==> config.mk <==
export PLATFORM = sky130hd
export DESIGN_NAME = hbridge_fault_control
export DESIGN_NICKNAME = d
export VERILOG_FILES = /design/src/pkg/hbridge_fault_control_pkg.sv /design/src/hdl/hbridge_fault_control.sv
export SDC_FILE = /design/constraint.sdc
export NUM_CORES = 1
export LEC_CHECK = 0
export ABC_AREA = 0
export BUFFER_PORTS_ARGS = -buffer_cell sky130_fd_sc_hd__buf_4
export CORE_ASPECT_RATIO = 0.8
export CORE_MARGIN = 2
export CORE_UTILIZATION = 45
export DETAILED_ROUTE_END_ITERATION = 7
export PLACE_DENSITY = 0.76
export SLEW_MARGIN = 40
export SYNTH_ARGS = -nofsm -noshare
export SYNTH_HDL_FRONTEND = slang
export SYNTH_SLANG_ARGS = --single-unit
==> constraint.sdc <==
create_clock -name core_clk -period 1.9 [get_ports core_clk]
set_input_delay 0.095 -clock core_clk [delete_from_list [all_inputs] [get_ports core_clk]]
set_output_delay 0.095 -clock core_clk [all_outputs]
set_load 0.03 [all_outputs]
==> src/pkg/hbridge_fault_control_pkg.sv <==
// constants and types shared by the h-bridge fault control block
package hbridge_fault_control_pkg;

  // ************************************************************
  // timing
  // ************************************************************
  localparam int CLK_PERIOD_NS = 8;
  // stall window, well beyond the slowest legal pwm period
  localparam int STALL_TIME_NS = 10000;
  // least time, so round up
  localparam int STALL_CYCLES = (STALL_TIME_NS + CLK_PERIOD_NS - 1) / CLK_PERIOD_NS;
  localparam int STALL_CNT_W = 16;

  // ************************************************************
  // register map (byte addresses)
  // ************************************************************
  localparam logic [7:0] STATUS_OFS = 8'h00;
  localparam logic [7:0] CONTROL_OFS = 8'h04;
  localparam logic [7:0] IRQ_STATUS_OFS = 8'h08;
  localparam logic [7:0] IRQ_CLEAR_OFS = 8'h0c;
  localparam logic [7:0] IRQ_ENABLE_OFS = 8'h10;

  // control fields
  localparam int CTRL_MUTE_BIT = 0;
  localparam logic CONTROL_RESET = 1'b0;

  // status fields
  localparam int ST_SHUTDOWN_N_BIT = 0;
  localparam int ST_CODE_LSB = 1;
  localparam int ST_SHORT_BIT = 3;
  localparam int ST_OVERTEMP_BIT = 4;
  localparam int ST_WARN_BIT = 5;
  localparam int ST_LOWREG_BIT = 6;
  localparam int ST_ILLEGAL_BIT = 7;
  localparam int ST_STALL_BIT = 8;
  localparam int ST_RESET_BIT = 9;
  localparam int ST_PDOWN_BIT = 10;

  // interrupt event bits
  localparam int EV_W = 5;
  localparam int EV_SHORT = 0;
  localparam int EV_OVERTEMP = 1;
  localparam int EV_LOWREG = 2;
  localparam int EV_ILLEGAL = 3;
  localparam int EV_WARN = 4;
  localparam logic [EV_W-1:0] EV_RESET = 5'h00;

  // ************************************************************
  // fault codes on the two code pins (bit1, bit0)
  // ************************************************************
  localparam logic [1:0] CODE_ILLEGAL = 2'h0;
  localparam logic [1:0] CODE_SHORT = 2'h1;
  localparam logic [1:0] CODE_OVERTEMP = 2'h2;
  localparam logic [1:0] CODE_WARN = 2'h2;
  localparam logic [1:0] CODE_LOWREG = 2'h3;
  localparam logic [1:0] CODE_NORMAL = 2'h3;

  localparam logic [1:0] RESP_OKAY = 2'h0;
  localparam logic [1:0] RESP_SLVERR = 2'h2;

  typedef enum logic [2:0] {
    MODE_POWER_DOWN,
    MODE_RESET,
    MODE_SHORT,
    MODE_FAULT,
    MODE_RUN
  } mode_t;

endpackage

==> src/hdl/hbridge_fault_control.sv <==
// h-bridge pwm decode, fault supervision and axi4-lite status registers
//
// Implementation choices: the AXI4-Lite slave port and the address map.
`timescale 1ns/100ps

module hbridge_fault_control #(
  parameter int stall_cycles = hbridge_fault_control_pkg::STALL_CYCLES
) (
  input wire logic core_clk,
  input wire logic reset_n,
  // device pins
  input wire logic power_down_n,
  input wire logic bridge_reset_n,
  input wire logic half_a_pos_in,
  input wire logic half_a_neg_in,
  input wire logic half_b_pos_in,
  input wire logic half_b_neg_in,
  // analog sense comparators
  input wire logic short_circuit_det,
  input wire logic temp_warn_det,
  input wire logic temp_shut_det,
  input wire logic gate_reg_out_a_low,
  input wire logic gate_reg_out_b_low,
  // bridge commands, oe low means high impedance
  output logic bridge_out_a,
  output logic bridge_out_a_oe,
  output logic bridge_out_b,
  output logic bridge_out_b_oe,
  // open-drain pins: value is always low, oe high pulls the pin low; irq is a plain driven output
  output logic shutdown_n_o,
  output logic shutdown_n_oe,
  output logic fault_code_bit0_n_o,
  output logic fault_code_bit0_n_oe,
  output logic fault_code_bit1_n_o,
  output logic fault_code_bit1_n_oe,
  output logic irq,
  // axi4-lite slave
  input wire logic [7:0] s_axi_awaddr,
  input wire logic s_axi_awvalid,
  output logic s_axi_awready,
  input wire logic [31:0] s_axi_wdata,
  input wire logic [3:0] s_axi_wstrb,
  input wire logic s_axi_wvalid,
  output logic s_axi_wready,
  output logic [1:0] s_axi_bresp,
  output logic s_axi_bvalid,
  input wire logic s_axi_bready,
  input wire logic [7:0] s_axi_araddr,
  input wire logic s_axi_arvalid,
  output logic s_axi_arready,
  output logic [31:0] s_axi_rdata,
  output logic [1:0] s_axi_rresp,
  output logic s_axi_rvalid,
  input wire logic s_axi_rready
);

  localparam int SYNC_W = 11;

  // ************************************************************
  // input synchronisers
  // ************************************************************
  logic [SYNC_W-1:0] sync1_reg;
  logic [SYNC_W-1:0] sync2_reg;

  // all pins are asynchronous to core_clk
  always_ff @(posedge core_clk or negedge reset_n)
  begin
    if (!reset_n)
    begin
      sync1_reg <= '0;
      sync2_reg <= '0;
    end
    else
    begin
      sync1_reg <= {power_down_n, bridge_reset_n, half_a_pos_in, half_a_neg_in,
                    half_b_pos_in, half_b_neg_in, short_circuit_det, temp_warn_det,
                    temp_shut_det, gate_reg_out_a_low, gate_reg_out_b_low};
      sync2_reg <= sync1_reg;
    end
  end

  logic pdown_n_s, breset_n_s, a_pos_s, a_neg_s, b_pos_s, b_neg_s;
  logic short_s, warn_s, shut_s, reg_a_low_s, reg_b_low_s;
  assign {pdown_n_s, breset_n_s, a_pos_s, a_neg_s, b_pos_s, b_neg_s, short_s, warn_s,
          shut_s, reg_a_low_s, reg_b_low_s} = sync2_reg;

  // ************************************************************
  // software control
  // ************************************************************
  logic mute_reg;
  logic in_reset;
  logic powered;

  // software mute acts as an extra reset request, so it also clears faults
  assign in_reset = !breset_n_s || mute_reg;
  assign powered = pdown_n_s;

  // ************************************************************
  // activity detector
  // ************************************************************
  logic [3:0] pwm_last_reg;
  logic [hbridge_fault_control_pkg::STALL_CNT_W-1:0] stall_cnt_reg;
  logic stalled;

  // restarts on any edge of any pwm input; saturates at the window
  always_ff @(posedge core_clk or negedge reset_n)
  begin
    if (!reset_n)
    begin
      pwm_last_reg <= '0;
      stall_cnt_reg <= '0;
    end
    else
    begin
      pwm_last_reg <= {a_pos_s, a_neg_s, b_pos_s, b_neg_s};
      if (!powered || in_reset || pwm_last_reg != {a_pos_s, a_neg_s, b_pos_s, b_neg_s})
        stall_cnt_reg <= '0; // inputs ignored in reset
      else if (!stalled)
        stall_cnt_reg <= stall_cnt_reg + 1'b1;
    end
  end

  assign stalled = 32'(stall_cnt_reg) >= stall_cycles;

  // ************************************************************
  // fault state
  // ************************************************************
  logic short_latch_reg;
  logic overtemp_reg;
  logic illegal;
  logic lowreg;

  // equal patterns on a pair are illegal
  assign illegal = (a_pos_s == a_neg_s) || (b_pos_s == b_neg_s) || stalled;
  assign lowreg = reg_a_low_s || reg_b_low_s;

  // short latch holds until reset while powered; that reset also clears overtemp but leaves the sticky irq bits set
  always_ff @(posedge core_clk or negedge reset_n)
  begin
    if (!reset_n)
      short_latch_reg <= 1'b0;
    else if (powered && in_reset)
      short_latch_reg <= 1'b0;
    else if (powered && short_s)
      short_latch_reg <= 1'b1;
  end

  // hysteresis: set above shutdown threshold, clear once below warning level
  always_ff @(posedge core_clk or negedge reset_n)
  begin
    if (!reset_n)
      overtemp_reg <= 1'b0;
    else if (!powered || in_reset)
      overtemp_reg <= 1'b0;
    else if (shut_s)
      overtemp_reg <= 1'b1;
    else if (!warn_s)
      overtemp_reg <= 1'b0; // non-latching
  end

  // ************************************************************
  // mode and pin decode
  // ************************************************************
  hbridge_fault_control_pkg::mode_t mode;
  logic [1:0] code;

  // power-down beats reset, reset beats the short latch
  always_comb
  begin
    code = hbridge_fault_control_pkg::CODE_NORMAL;
    if (!powered)
      mode = hbridge_fault_control_pkg::MODE_POWER_DOWN;
    else if (in_reset)
      mode = hbridge_fault_control_pkg::MODE_RESET;
    else if (short_latch_reg)
    begin
      mode = hbridge_fault_control_pkg::MODE_SHORT;
      code = hbridge_fault_control_pkg::CODE_SHORT;
    end
    else if (lowreg)
    begin
      mode = hbridge_fault_control_pkg::MODE_FAULT;
      code = hbridge_fault_control_pkg::CODE_LOWREG;
    end
    else if (overtemp_reg)
    begin
      mode = hbridge_fault_control_pkg::MODE_FAULT;
      code = hbridge_fault_control_pkg::CODE_OVERTEMP;
    end
    else if (illegal)
    begin
      mode = hbridge_fault_control_pkg::MODE_FAULT;
      code = hbridge_fault_control_pkg::CODE_ILLEGAL;
    end
    else
    begin
      mode = hbridge_fault_control_pkg::MODE_RUN;
      if (warn_s)
        code = hbridge_fault_control_pkg::CODE_WARN;
    end
  end

  // pins registered so each bridge and oe output comes from a flip-flop
  always_ff @(posedge core_clk or negedge reset_n)
  begin
    if (!reset_n)
    begin
      bridge_out_a <= 1'b0;
      bridge_out_a_oe <= 1'b0;
      bridge_out_b <= 1'b0;
      bridge_out_b_oe <= 1'b0;
      shutdown_n_oe <= 1'b0;
      fault_code_bit0_n_oe <= 1'b0;
      fault_code_bit1_n_oe <= 1'b0;
    end
    else
    begin
      case (mode)
        hbridge_fault_control_pkg::MODE_POWER_DOWN:
        begin
          bridge_out_a_oe <= 1'b0;
          bridge_out_b_oe <= 1'b0;
        end
        hbridge_fault_control_pkg::MODE_SHORT:
        begin
          bridge_out_a_oe <= 1'b0;
          bridge_out_b_oe <= 1'b0;
        end
        hbridge_fault_control_pkg::MODE_RUN:
        begin
          bridge_out_a_oe <= 1'b1;
          bridge_out_b_oe <= 1'b1;
        end
        default:
        begin
          bridge_out_a_oe <= 1'b1; // low-low
          bridge_out_b_oe <= 1'b1;
        end
      endcase
      bridge_out_a <= (mode == hbridge_fault_control_pkg::MODE_RUN) && a_pos_s;
      bridge_out_b <= (mode == hbridge_fault_control_pkg::MODE_RUN) && b_pos_s;
      // open drain: pull low only for a zero, release in power-down
      shutdown_n_oe <= (mode == hbridge_fault_control_pkg::MODE_SHORT) ||
                       (mode == hbridge_fault_control_pkg::MODE_FAULT);
      fault_code_bit0_n_oe <= powered && !code[0];
      fault_code_bit1_n_oe <= powered && !code[1];
    end
  end

  // open-drain drivers only ever pull low
  assign shutdown_n_o = 1'b0;
  assign fault_code_bit0_n_o = 1'b0;
  assign fault_code_bit1_n_o = 1'b0;

  // ************************************************************
  // interrupt events
  // ************************************************************
  logic [hbridge_fault_control_pkg::EV_W-1:0] ev_level;
  logic [hbridge_fault_control_pkg::EV_W-1:0] ev_last_reg;
  logic [hbridge_fault_control_pkg::EV_W-1:0] irq_status_reg;
  logic [hbridge_fault_control_pkg::EV_W-1:0] irq_enable_reg;
  logic [hbridge_fault_control_pkg::EV_W-1:0] irq_clear;

  assign ev_level = {powered && !in_reset && warn_s,
                     mode == hbridge_fault_control_pkg::MODE_FAULT && code ==
                       hbridge_fault_control_pkg::CODE_ILLEGAL,
                     powered && !in_reset && lowreg,
                     overtemp_reg,
                     short_latch_reg};

  // rising edges set sticky bits; a set in the clear cycle wins
  always_ff @(posedge core_clk or negedge reset_n)
  begin
    if (!reset_n)
    begin
      ev_last_reg <= hbridge_fault_control_pkg::EV_RESET;
      irq_status_reg <= hbridge_fault_control_pkg::EV_RESET;
      irq <= 1'b0;
    end
    else
    begin
      ev_last_reg <= ev_level;
      irq_status_reg <= (irq_status_reg & ~irq_clear) | (ev_level & ~ev_last_reg);
      irq <= |(irq_status_reg & irq_enable_reg);
    end
  end

  // ************************************************************
  // axi4-lite slave
  // ************************************************************
  logic wr_take;
  logic wr_hit;
  logic [7:0] wr_ofs;

  // address and data are taken together in one cycle, one write at a time
  assign wr_take = s_axi_awready && s_axi_awvalid && s_axi_wvalid;
  assign wr_ofs = s_axi_awaddr & 8'hfc;
  assign wr_hit = wr_ofs == hbridge_fault_control_pkg::CONTROL_OFS ||
                  wr_ofs == hbridge_fault_control_pkg::IRQ_CLEAR_OFS ||
                  wr_ofs == hbridge_fault_control_pkg::IRQ_ENABLE_OFS;
  assign irq_clear = (wr_take && s_axi_wstrb[0] &&
                      wr_ofs == hbridge_fault_control_pkg::IRQ_CLEAR_OFS) ?
                     s_axi_wdata[hbridge_fault_control_pkg::EV_W-1:0] : '0;

  // write channel handshake and response
  always_ff @(posedge core_clk or negedge reset_n)
  begin
    if (!reset_n)
    begin
      s_axi_awready <= 1'b0;
      s_axi_wready <= 1'b0;
      s_axi_bvalid <= 1'b0;
      s_axi_bresp <= hbridge_fault_control_pkg::RESP_OKAY;
    end
    else
    begin
      s_axi_awready <= !s_axi_awready && !s_axi_bvalid && s_axi_awvalid && s_axi_wvalid;
      s_axi_wready <= !s_axi_awready && !s_axi_bvalid && s_axi_awvalid && s_axi_wvalid;
      if (wr_take)
      begin
        s_axi_bvalid <= 1'b1;
        s_axi_bresp <= wr_hit ? hbridge_fault_control_pkg::RESP_OKAY :
                                hbridge_fault_control_pkg::RESP_SLVERR;
      end
      else if (s_axi_bready)
        s_axi_bvalid <= 1'b0;
    end
  end

  // writable registers, low byte lane only
  always_ff @(posedge core_clk or negedge reset_n)
  begin
    if (!reset_n)
    begin
      mute_reg <= hbridge_fault_control_pkg::CONTROL_RESET;
      irq_enable_reg <= hbridge_fault_control_pkg::EV_RESET;
    end
    else if (wr_take && s_axi_wstrb[0])
    begin
      if (wr_ofs == hbridge_fault_control_pkg::CONTROL_OFS)
        mute_reg <= s_axi_wdata[hbridge_fault_control_pkg::CTRL_MUTE_BIT];
      if (wr_ofs == hbridge_fault_control_pkg::IRQ_ENABLE_OFS)
        irq_enable_reg <= s_axi_wdata[hbridge_fault_control_pkg::EV_W-1:0];
    end
  end

  logic [31:0] status_word;
  logic [31:0] rd_word;
  logic rd_hit;
  logic [7:0] rd_ofs;

  // live state as seen on the pins
  always_comb
  begin
    status_word = '0;
    status_word[hbridge_fault_control_pkg::ST_SHUTDOWN_N_BIT] = !shutdown_n_oe;
    status_word[hbridge_fault_control_pkg::ST_CODE_LSB +: 2] =
      {!fault_code_bit1_n_oe, !fault_code_bit0_n_oe};
    status_word[hbridge_fault_control_pkg::ST_SHORT_BIT] = short_latch_reg;
    status_word[hbridge_fault_control_pkg::ST_OVERTEMP_BIT] = overtemp_reg;
    status_word[hbridge_fault_control_pkg::ST_WARN_BIT] = warn_s;
    status_word[hbridge_fault_control_pkg::ST_LOWREG_BIT] = lowreg;
    status_word[hbridge_fault_control_pkg::ST_ILLEGAL_BIT] = illegal;
    status_word[hbridge_fault_control_pkg::ST_STALL_BIT] = stalled;
    status_word[hbridge_fault_control_pkg::ST_RESET_BIT] = in_reset;
    status_word[hbridge_fault_control_pkg::ST_PDOWN_BIT] = !powered;
  end

  // read decode; the clear register reads as zero
  always_comb
  begin
    rd_ofs = s_axi_araddr & 8'hfc;
    rd_hit = 1'b1;
    rd_word = '0;
    case (rd_ofs)
      hbridge_fault_control_pkg::STATUS_OFS: rd_word = status_word;
      hbridge_fault_control_pkg::CONTROL_OFS: rd_word = {31'h0, mute_reg};
      hbridge_fault_control_pkg::IRQ_STATUS_OFS: rd_word = {27'h0, irq_status_reg};
      hbridge_fault_control_pkg::IRQ_CLEAR_OFS: rd_word = '0;
      hbridge_fault_control_pkg::IRQ_ENABLE_OFS: rd_word = {27'h0, irq_enable_reg};
      default: rd_hit = 1'b0;
    endcase
  end

  // read channel: one read at a time, data captured at the address edge
  always_ff @(posedge core_clk or negedge reset_n)
  begin
    if (!reset_n)
    begin
      s_axi_arready <= 1'b0;
      s_axi_rvalid <= 1'b0;
      s_axi_rdata <= '0;
      s_axi_rresp <= hbridge_fault_control_pkg::RESP_OKAY;
    end
    else
    begin
      s_axi_arready <= !s_axi_arready && !s_axi_rvalid && s_axi_arvalid;
      if (s_axi_arready && s_axi_arvalid)
      begin
        s_axi_rvalid <= 1'b1;
        s_axi_rdata <= rd_word;
        s_axi_rresp <= rd_hit ? hbridge_fault_control_pkg::RESP_OKAY :
                                hbridge_fault_control_pkg::RESP_SLVERR;
      end
      else if (s_axi_rready)
        s_axi_rvalid <= 1'b0;
    end
  end

endmodule // hbridge_fault_control

## Word-level counts from Yosys, hierarchy flattened

Cells that the tools add are included.

| storage, ports and cells | value |
|---|---|
| bits in registers | 107 |
| input bits | 70 |
| output and inout port bits | 52 |
| logic and storage cells | 129 |

| cells by class | value |
|---|---|
| $add $sub $neg | 1 |
| order comparisons | 1 |
| equality and inequality tests | 15 |
| mux-type cells | 30 |
| bitwise gates (word level) | 6 |
| reductions and logical operators | 52 |

Operator list:

| kind | count |
|---|---|
| $pmux W11 S4 | 1 |
| $mux W16 | 2 |
| $logic_and A1 B1 Y1 | 20 |
| $eq A6 B2 Y1 const B | 3 |
| $mux W3 | 6 |
| $add A16 B1 Y16 const B | 1 |
| $ge A16 B11 Y1 const B | 1 |
| $mux W2 | 8 |
| $and A5 B5 Y5 | 3 |
| $eq A6 B1 Y1 const B | 2 |
| $eq A6 B3 Y1 const B | 2 |
| $logic_not A1 Y1 | 12 |
| $mux W1 | 12 |
| $not A5 Y5 | 2 |
| $reduce_or A5 Y1 | 2 |
| $logic_or A1 B1 Y1 | 9 |
| $logic_not A8 Y1 | 1 |
| $eq A3 B2 Y1 const B | 2 |
| $reduce_bool A2 Y1 | 3 |
| $mux W5 | 1 |
| $or A5 B5 Y5 | 1 |
| $ne A4 B4 Y1 | 1 |
| $reduce_and A2 Y1 | 2 |
| $eq A3 B3 Y1 const B | 1 |
| 6 further kinds | 7 |

## Logic depth before layout (Yosys ltp)

| depth | value |
|---|---|
| word-level depth | 13 |
| mapped depth | 7 |

## Worst setup path after synthesis

Ideal clock, no wire load.

| timing | value |
|---|---|
| kind | reg2reg |
| start point | register stall_cnt_reg[0] in the netlist's numbering |
| end point | register stall_cnt_reg[9] in the netlist's numbering |
| data arrival time | 1.960 ns |
| setup slack | -0.139 ns |
| stages on the path, launching flop included | 8 |
| path buffers | 1 |
| path through | dfrtp_1 -> inv_1 -> ha_1 -> or4_4 -> o211a_4 -> buf_2 -> nor4_2 -> mux2i_1 |

| between the ends | value |
|---|---|
| longest elaborated chain between the ends | 3 |
| elaborated cells on any way between the ends | 5 |

Ends and longest elaborated chain:

| item | line | RTL |
|---|---|---|
| start: declaration | hbridge_fault_control.sv:102 | `logic [hbridge_fault_control_pkg::STALL_CNT_W-1:0] stall_cnt_reg;` |
| start signal: assignment | hbridge_fault_control.sv:119 | `stall_cnt_reg <= stall_cnt_reg + 1'b1;` |
| $add A16 B1 Y16 | hbridge_fault_control.sv:119 |  |
| $mux W16 | hbridge_fault_control.sv:118 | `else if (!stalled)` |
| $mux W16 | hbridge_fault_control.sv:116 | `if (!powered \|\| in_reset \|\| pwm_last_reg != {a_pos_s, a_neg_s, b_pos_s, b_neg_s})` |

Several ways; a longest one is shown, not always the timed one. The select of a mux whose other input is x is not followed.
A chain may end at the register's enable or synchronous reset.

## Worst setup path after layout

| timing | value |
|---|---|
| start point | register stall_cnt_reg[0] in the netlist's numbering |
| end point | register stall_cnt_reg[2] in the netlist's numbering |

Same word-level chain as after synthesis.

==> metrics <==
status=finished with violations; Worst-Skew Late Latency=about 0.36 ns; most frequent cells in the layout=dfrtp_1, buf_4, nand2_1; Vias=~2700; Synth Area in Compound Gates=0.114; post-route cell area=around 4600 sq um; Setup WS post-layout=-0.104 ns; HPWL after detailed placement=5100 um; Synth Area in XOR/XNOR=0.0150; clock buffer depth=2; Clk network pwr share=0.355; Residual DRC=0; Top FF cell, synth=dfrtp_1; P_int=between 0.002 and 0.003 W; Post-DP Area=about 4100 sq um; initial antenna violation count=0; commonest non-fill, non-tap cell in the layout=dfrtp_1; share of cells above drive strength 1=0.284; DIE WIDTH=roughly 100 um; Max Clk Rate=approximately 500 MHz; power per cell area=just under 800 nW/um^2; grt total ovfl=0; Top Ports=122; Total GRT Usage=0.186; Worst EP required=roughly 2.2 ns; Final Hold Viols=0; VDD IR max=468 uV; wire per inst=14.0 um; final wirelength=7420 um; Critical Setup Path Class=flip-flop to flip-flop; multiplexer share of the synthesized area=0.0222; vias in the first global route=between 2000 and 3000; largest net degree at the start of global routing=50; Post-synth EDFFs=0; Clk pin slew, worst setup/hold paths=approximately 0.080 ns; Reg power frac=0.525; Hold WC Path Type=primary input to flip-flop; Sw Ratio=0.262; sequential area share after synthesis=0.600; max reg flops=16; die height=82.9 um; number of port buffers=61; Core Area=approximately 7500 sq um; H-tree depth=3; synthesized area per cell=~11 sq um; Combinational Power Share=0.121; Least-Margin Pin Slew=0.671 ns; relative slew slack=0.549; critical path endpoint category=flip-flop; Ys Warns=0; Synth cell types=44; area delta synth->final=32.2%; ys async rst share=1.00; Routed Antenna Nets=0; Setup crit start kind=flip-flop; Worst Path Arrival=2.29 ns; max_cap viols=0; initial drt markers=about 140; RSZ-0062 raised after global routing=yes; routability cong.=slightly above 0.8; Num CTS Buffers=9; Post-Synthesis Cells=just over 300; CTS root buffer=clkbuf_8; # rows=28; WHS=0.0173 ns; main combinational cell family by area after synthesis=simple AND/OR/NAND/NOR gates; first drt pass iteration count=6; fin nets=about 490; Layout Skew=0.00711 ns; Netlist Area Pre-Place=3500 sq um; die area=between 8000 and 9000 sq um; Final Slew Violations=0; synthesis-stage register bit count=84; Finish-stage setup viols=17; first-pass GRT wire length=roughly 12000 um; crit path time final=2.00 ns; mean number of vias per cell=between 5 and 6; violated checks=setup timing; Net Switching=roughly 0.00095 W; clk sinks=84; Lkg Pwr=2.21 nW; # fillers=615; final worst-path cycle share=1.05; Simple-Gate Fraction of Synth Area=0.159; CTS tree=yes; Starting Density=0.469; post-synthesis adder-cell area fraction=0.00715; CP Max Fanout=8
-- stage by stage --
stage          worst slack, ns   util  setup TNS (ns)  cells  total power (W)
5_1_grt                 -0.160  0.620           -2.21    527          0.00378
4_1_cts                -0.0812  0.610          -0.226    524          0.00364
2_1_floorplan          -0.0727      -          -0.165    332          0.00218
3_3_place_gp           -0.0900  0.550          -0.221    482          0.00232
3_5_place_dp            -0.135  0.550          -0.573    482          0.00233
6_report                -0.104  0.620           -1.06    528          0.00362
-- critical path, stage by stage, from the launching register on --
cell and delay, ns:
dfrtp_1 0.37, inv_1 0.06, ha_2 0.17, or4_4 0.44
o211a_4 0.29, or4_1 0.49, a21oi_2 0.13
-- routing by layer --
layer / track usage / part of all wire / vias to the layer above
met5: 0 / 0 / -
met4: 0.0448 / 0.011 / 0
met3: 0.0589 / 0.058 / 10
met2: 0.297 / 0.49 / 92
met1: 0.249 / 0.44 / 1277
li1: - / - / 1284
-- power groups by stage --
stage | registers (W) | logic, W | clock network (W)
after floorplan | 0.00198 | 0.000199 | 0
after global placement | 0.00193 | 0.000386 | 0
after detailed placement | 0.00193 | 0.000394 | 0
after CTS | 0.00190 | 0.000428 | 0.00132
after global routing | 0.00191 | 0.000477 | 0.00139
final | 0.00190 | 0.000437 | 0.00128
-- cells in the mapped netlist, drive strengths merged, types with 2 or more instances --
cell / number / share of area
buf: 29 / 0.061
o21ai: 16 / 0.023
and2: 2 / 0.0036
nand3b: 3 / 0.0064
clkbuf: 5 / 0.0054
o31ai: 11 / 0.024
nor3: 7 / 0.010
nand2: 29 / 0.031
nor4: 7 / 0.019
ha: 2 / 0.0071
or3: 6 / 0.011
a222oi: 6 / 0.017
nand3: 7 / 0.010
a22o: 3 / 0.0075
xnor2: 2 / 0.0050
xor2: 4 / 0.010
or4: 7 / 0.016
mux2: 6 / 0.019
a21oi: 16 / 0.023
inv: 13 / 0.014
or2: 2 / 0.0036
and3: 11 / 0.020
nor2: 10 / 0.011
nor3b: 2 / 0.0043
dfrtp: 84 / 0.60
nand4: 3 / 0.0054
-- layout make-up --
class                      count  area, sq um  area share
sequential                    84         2100       0.454
inverter                      13         48.8      0.0105
clock inverter                 5         60.1      0.0130
multi-input combinational    202         1260       0.272
antenna                        1         2.50    0.000541
tap                          105          131      0.0284
clock buffer                  11          141      0.0305
timing repair buffer         107          885       0.191
-- cell families after synthesis --
| logic type | after synthesis |
|---|---|
| and+or+nand+nor | 100 |
| buffers and inverters | 47 |
| xor gates and xnor gates | 6 |
| AOI/OAI and AO/OA | 60 |
| adders and majority gates | 2 |
| other | 1 |
| muxes | 7 |
| DFF | 84 |
-- repair_timing --
item | 4_1_cts | 5_1_grt
resized for setup | 0 | 8
hold endpoints to repair | 55 | 0
setup buffers | 4 | 3
gates cloned | 1 | 0
endpoints found under the setup margin | 14 | 15
hold buffers | 21 | 0
pin swaps | 1 | 2
-- path summary, 6_finish.rpt --
kind / from / to / slack (ns) / cells past startpoint
min: s_axi_arvalid / s_axi_arready / 0.02 / 2
min reg2reg: sync1_reg[7] / sync2_reg[7] / 0.35 / 0
max reg2reg: stall_cnt_reg[0] / stall_cnt_reg[2] / -0.10 / 6
max in group asynchronous: reset_n / fault_code_bit0_n_oe / 1.07 / 3
max: stall_cnt_reg[0] / stall_cnt_reg[2] / -0.10 / 6
min in group asynchronous: reset_n / sync1_reg[5] / 0.23 / 2
Power figures use the tool's default switching activity.
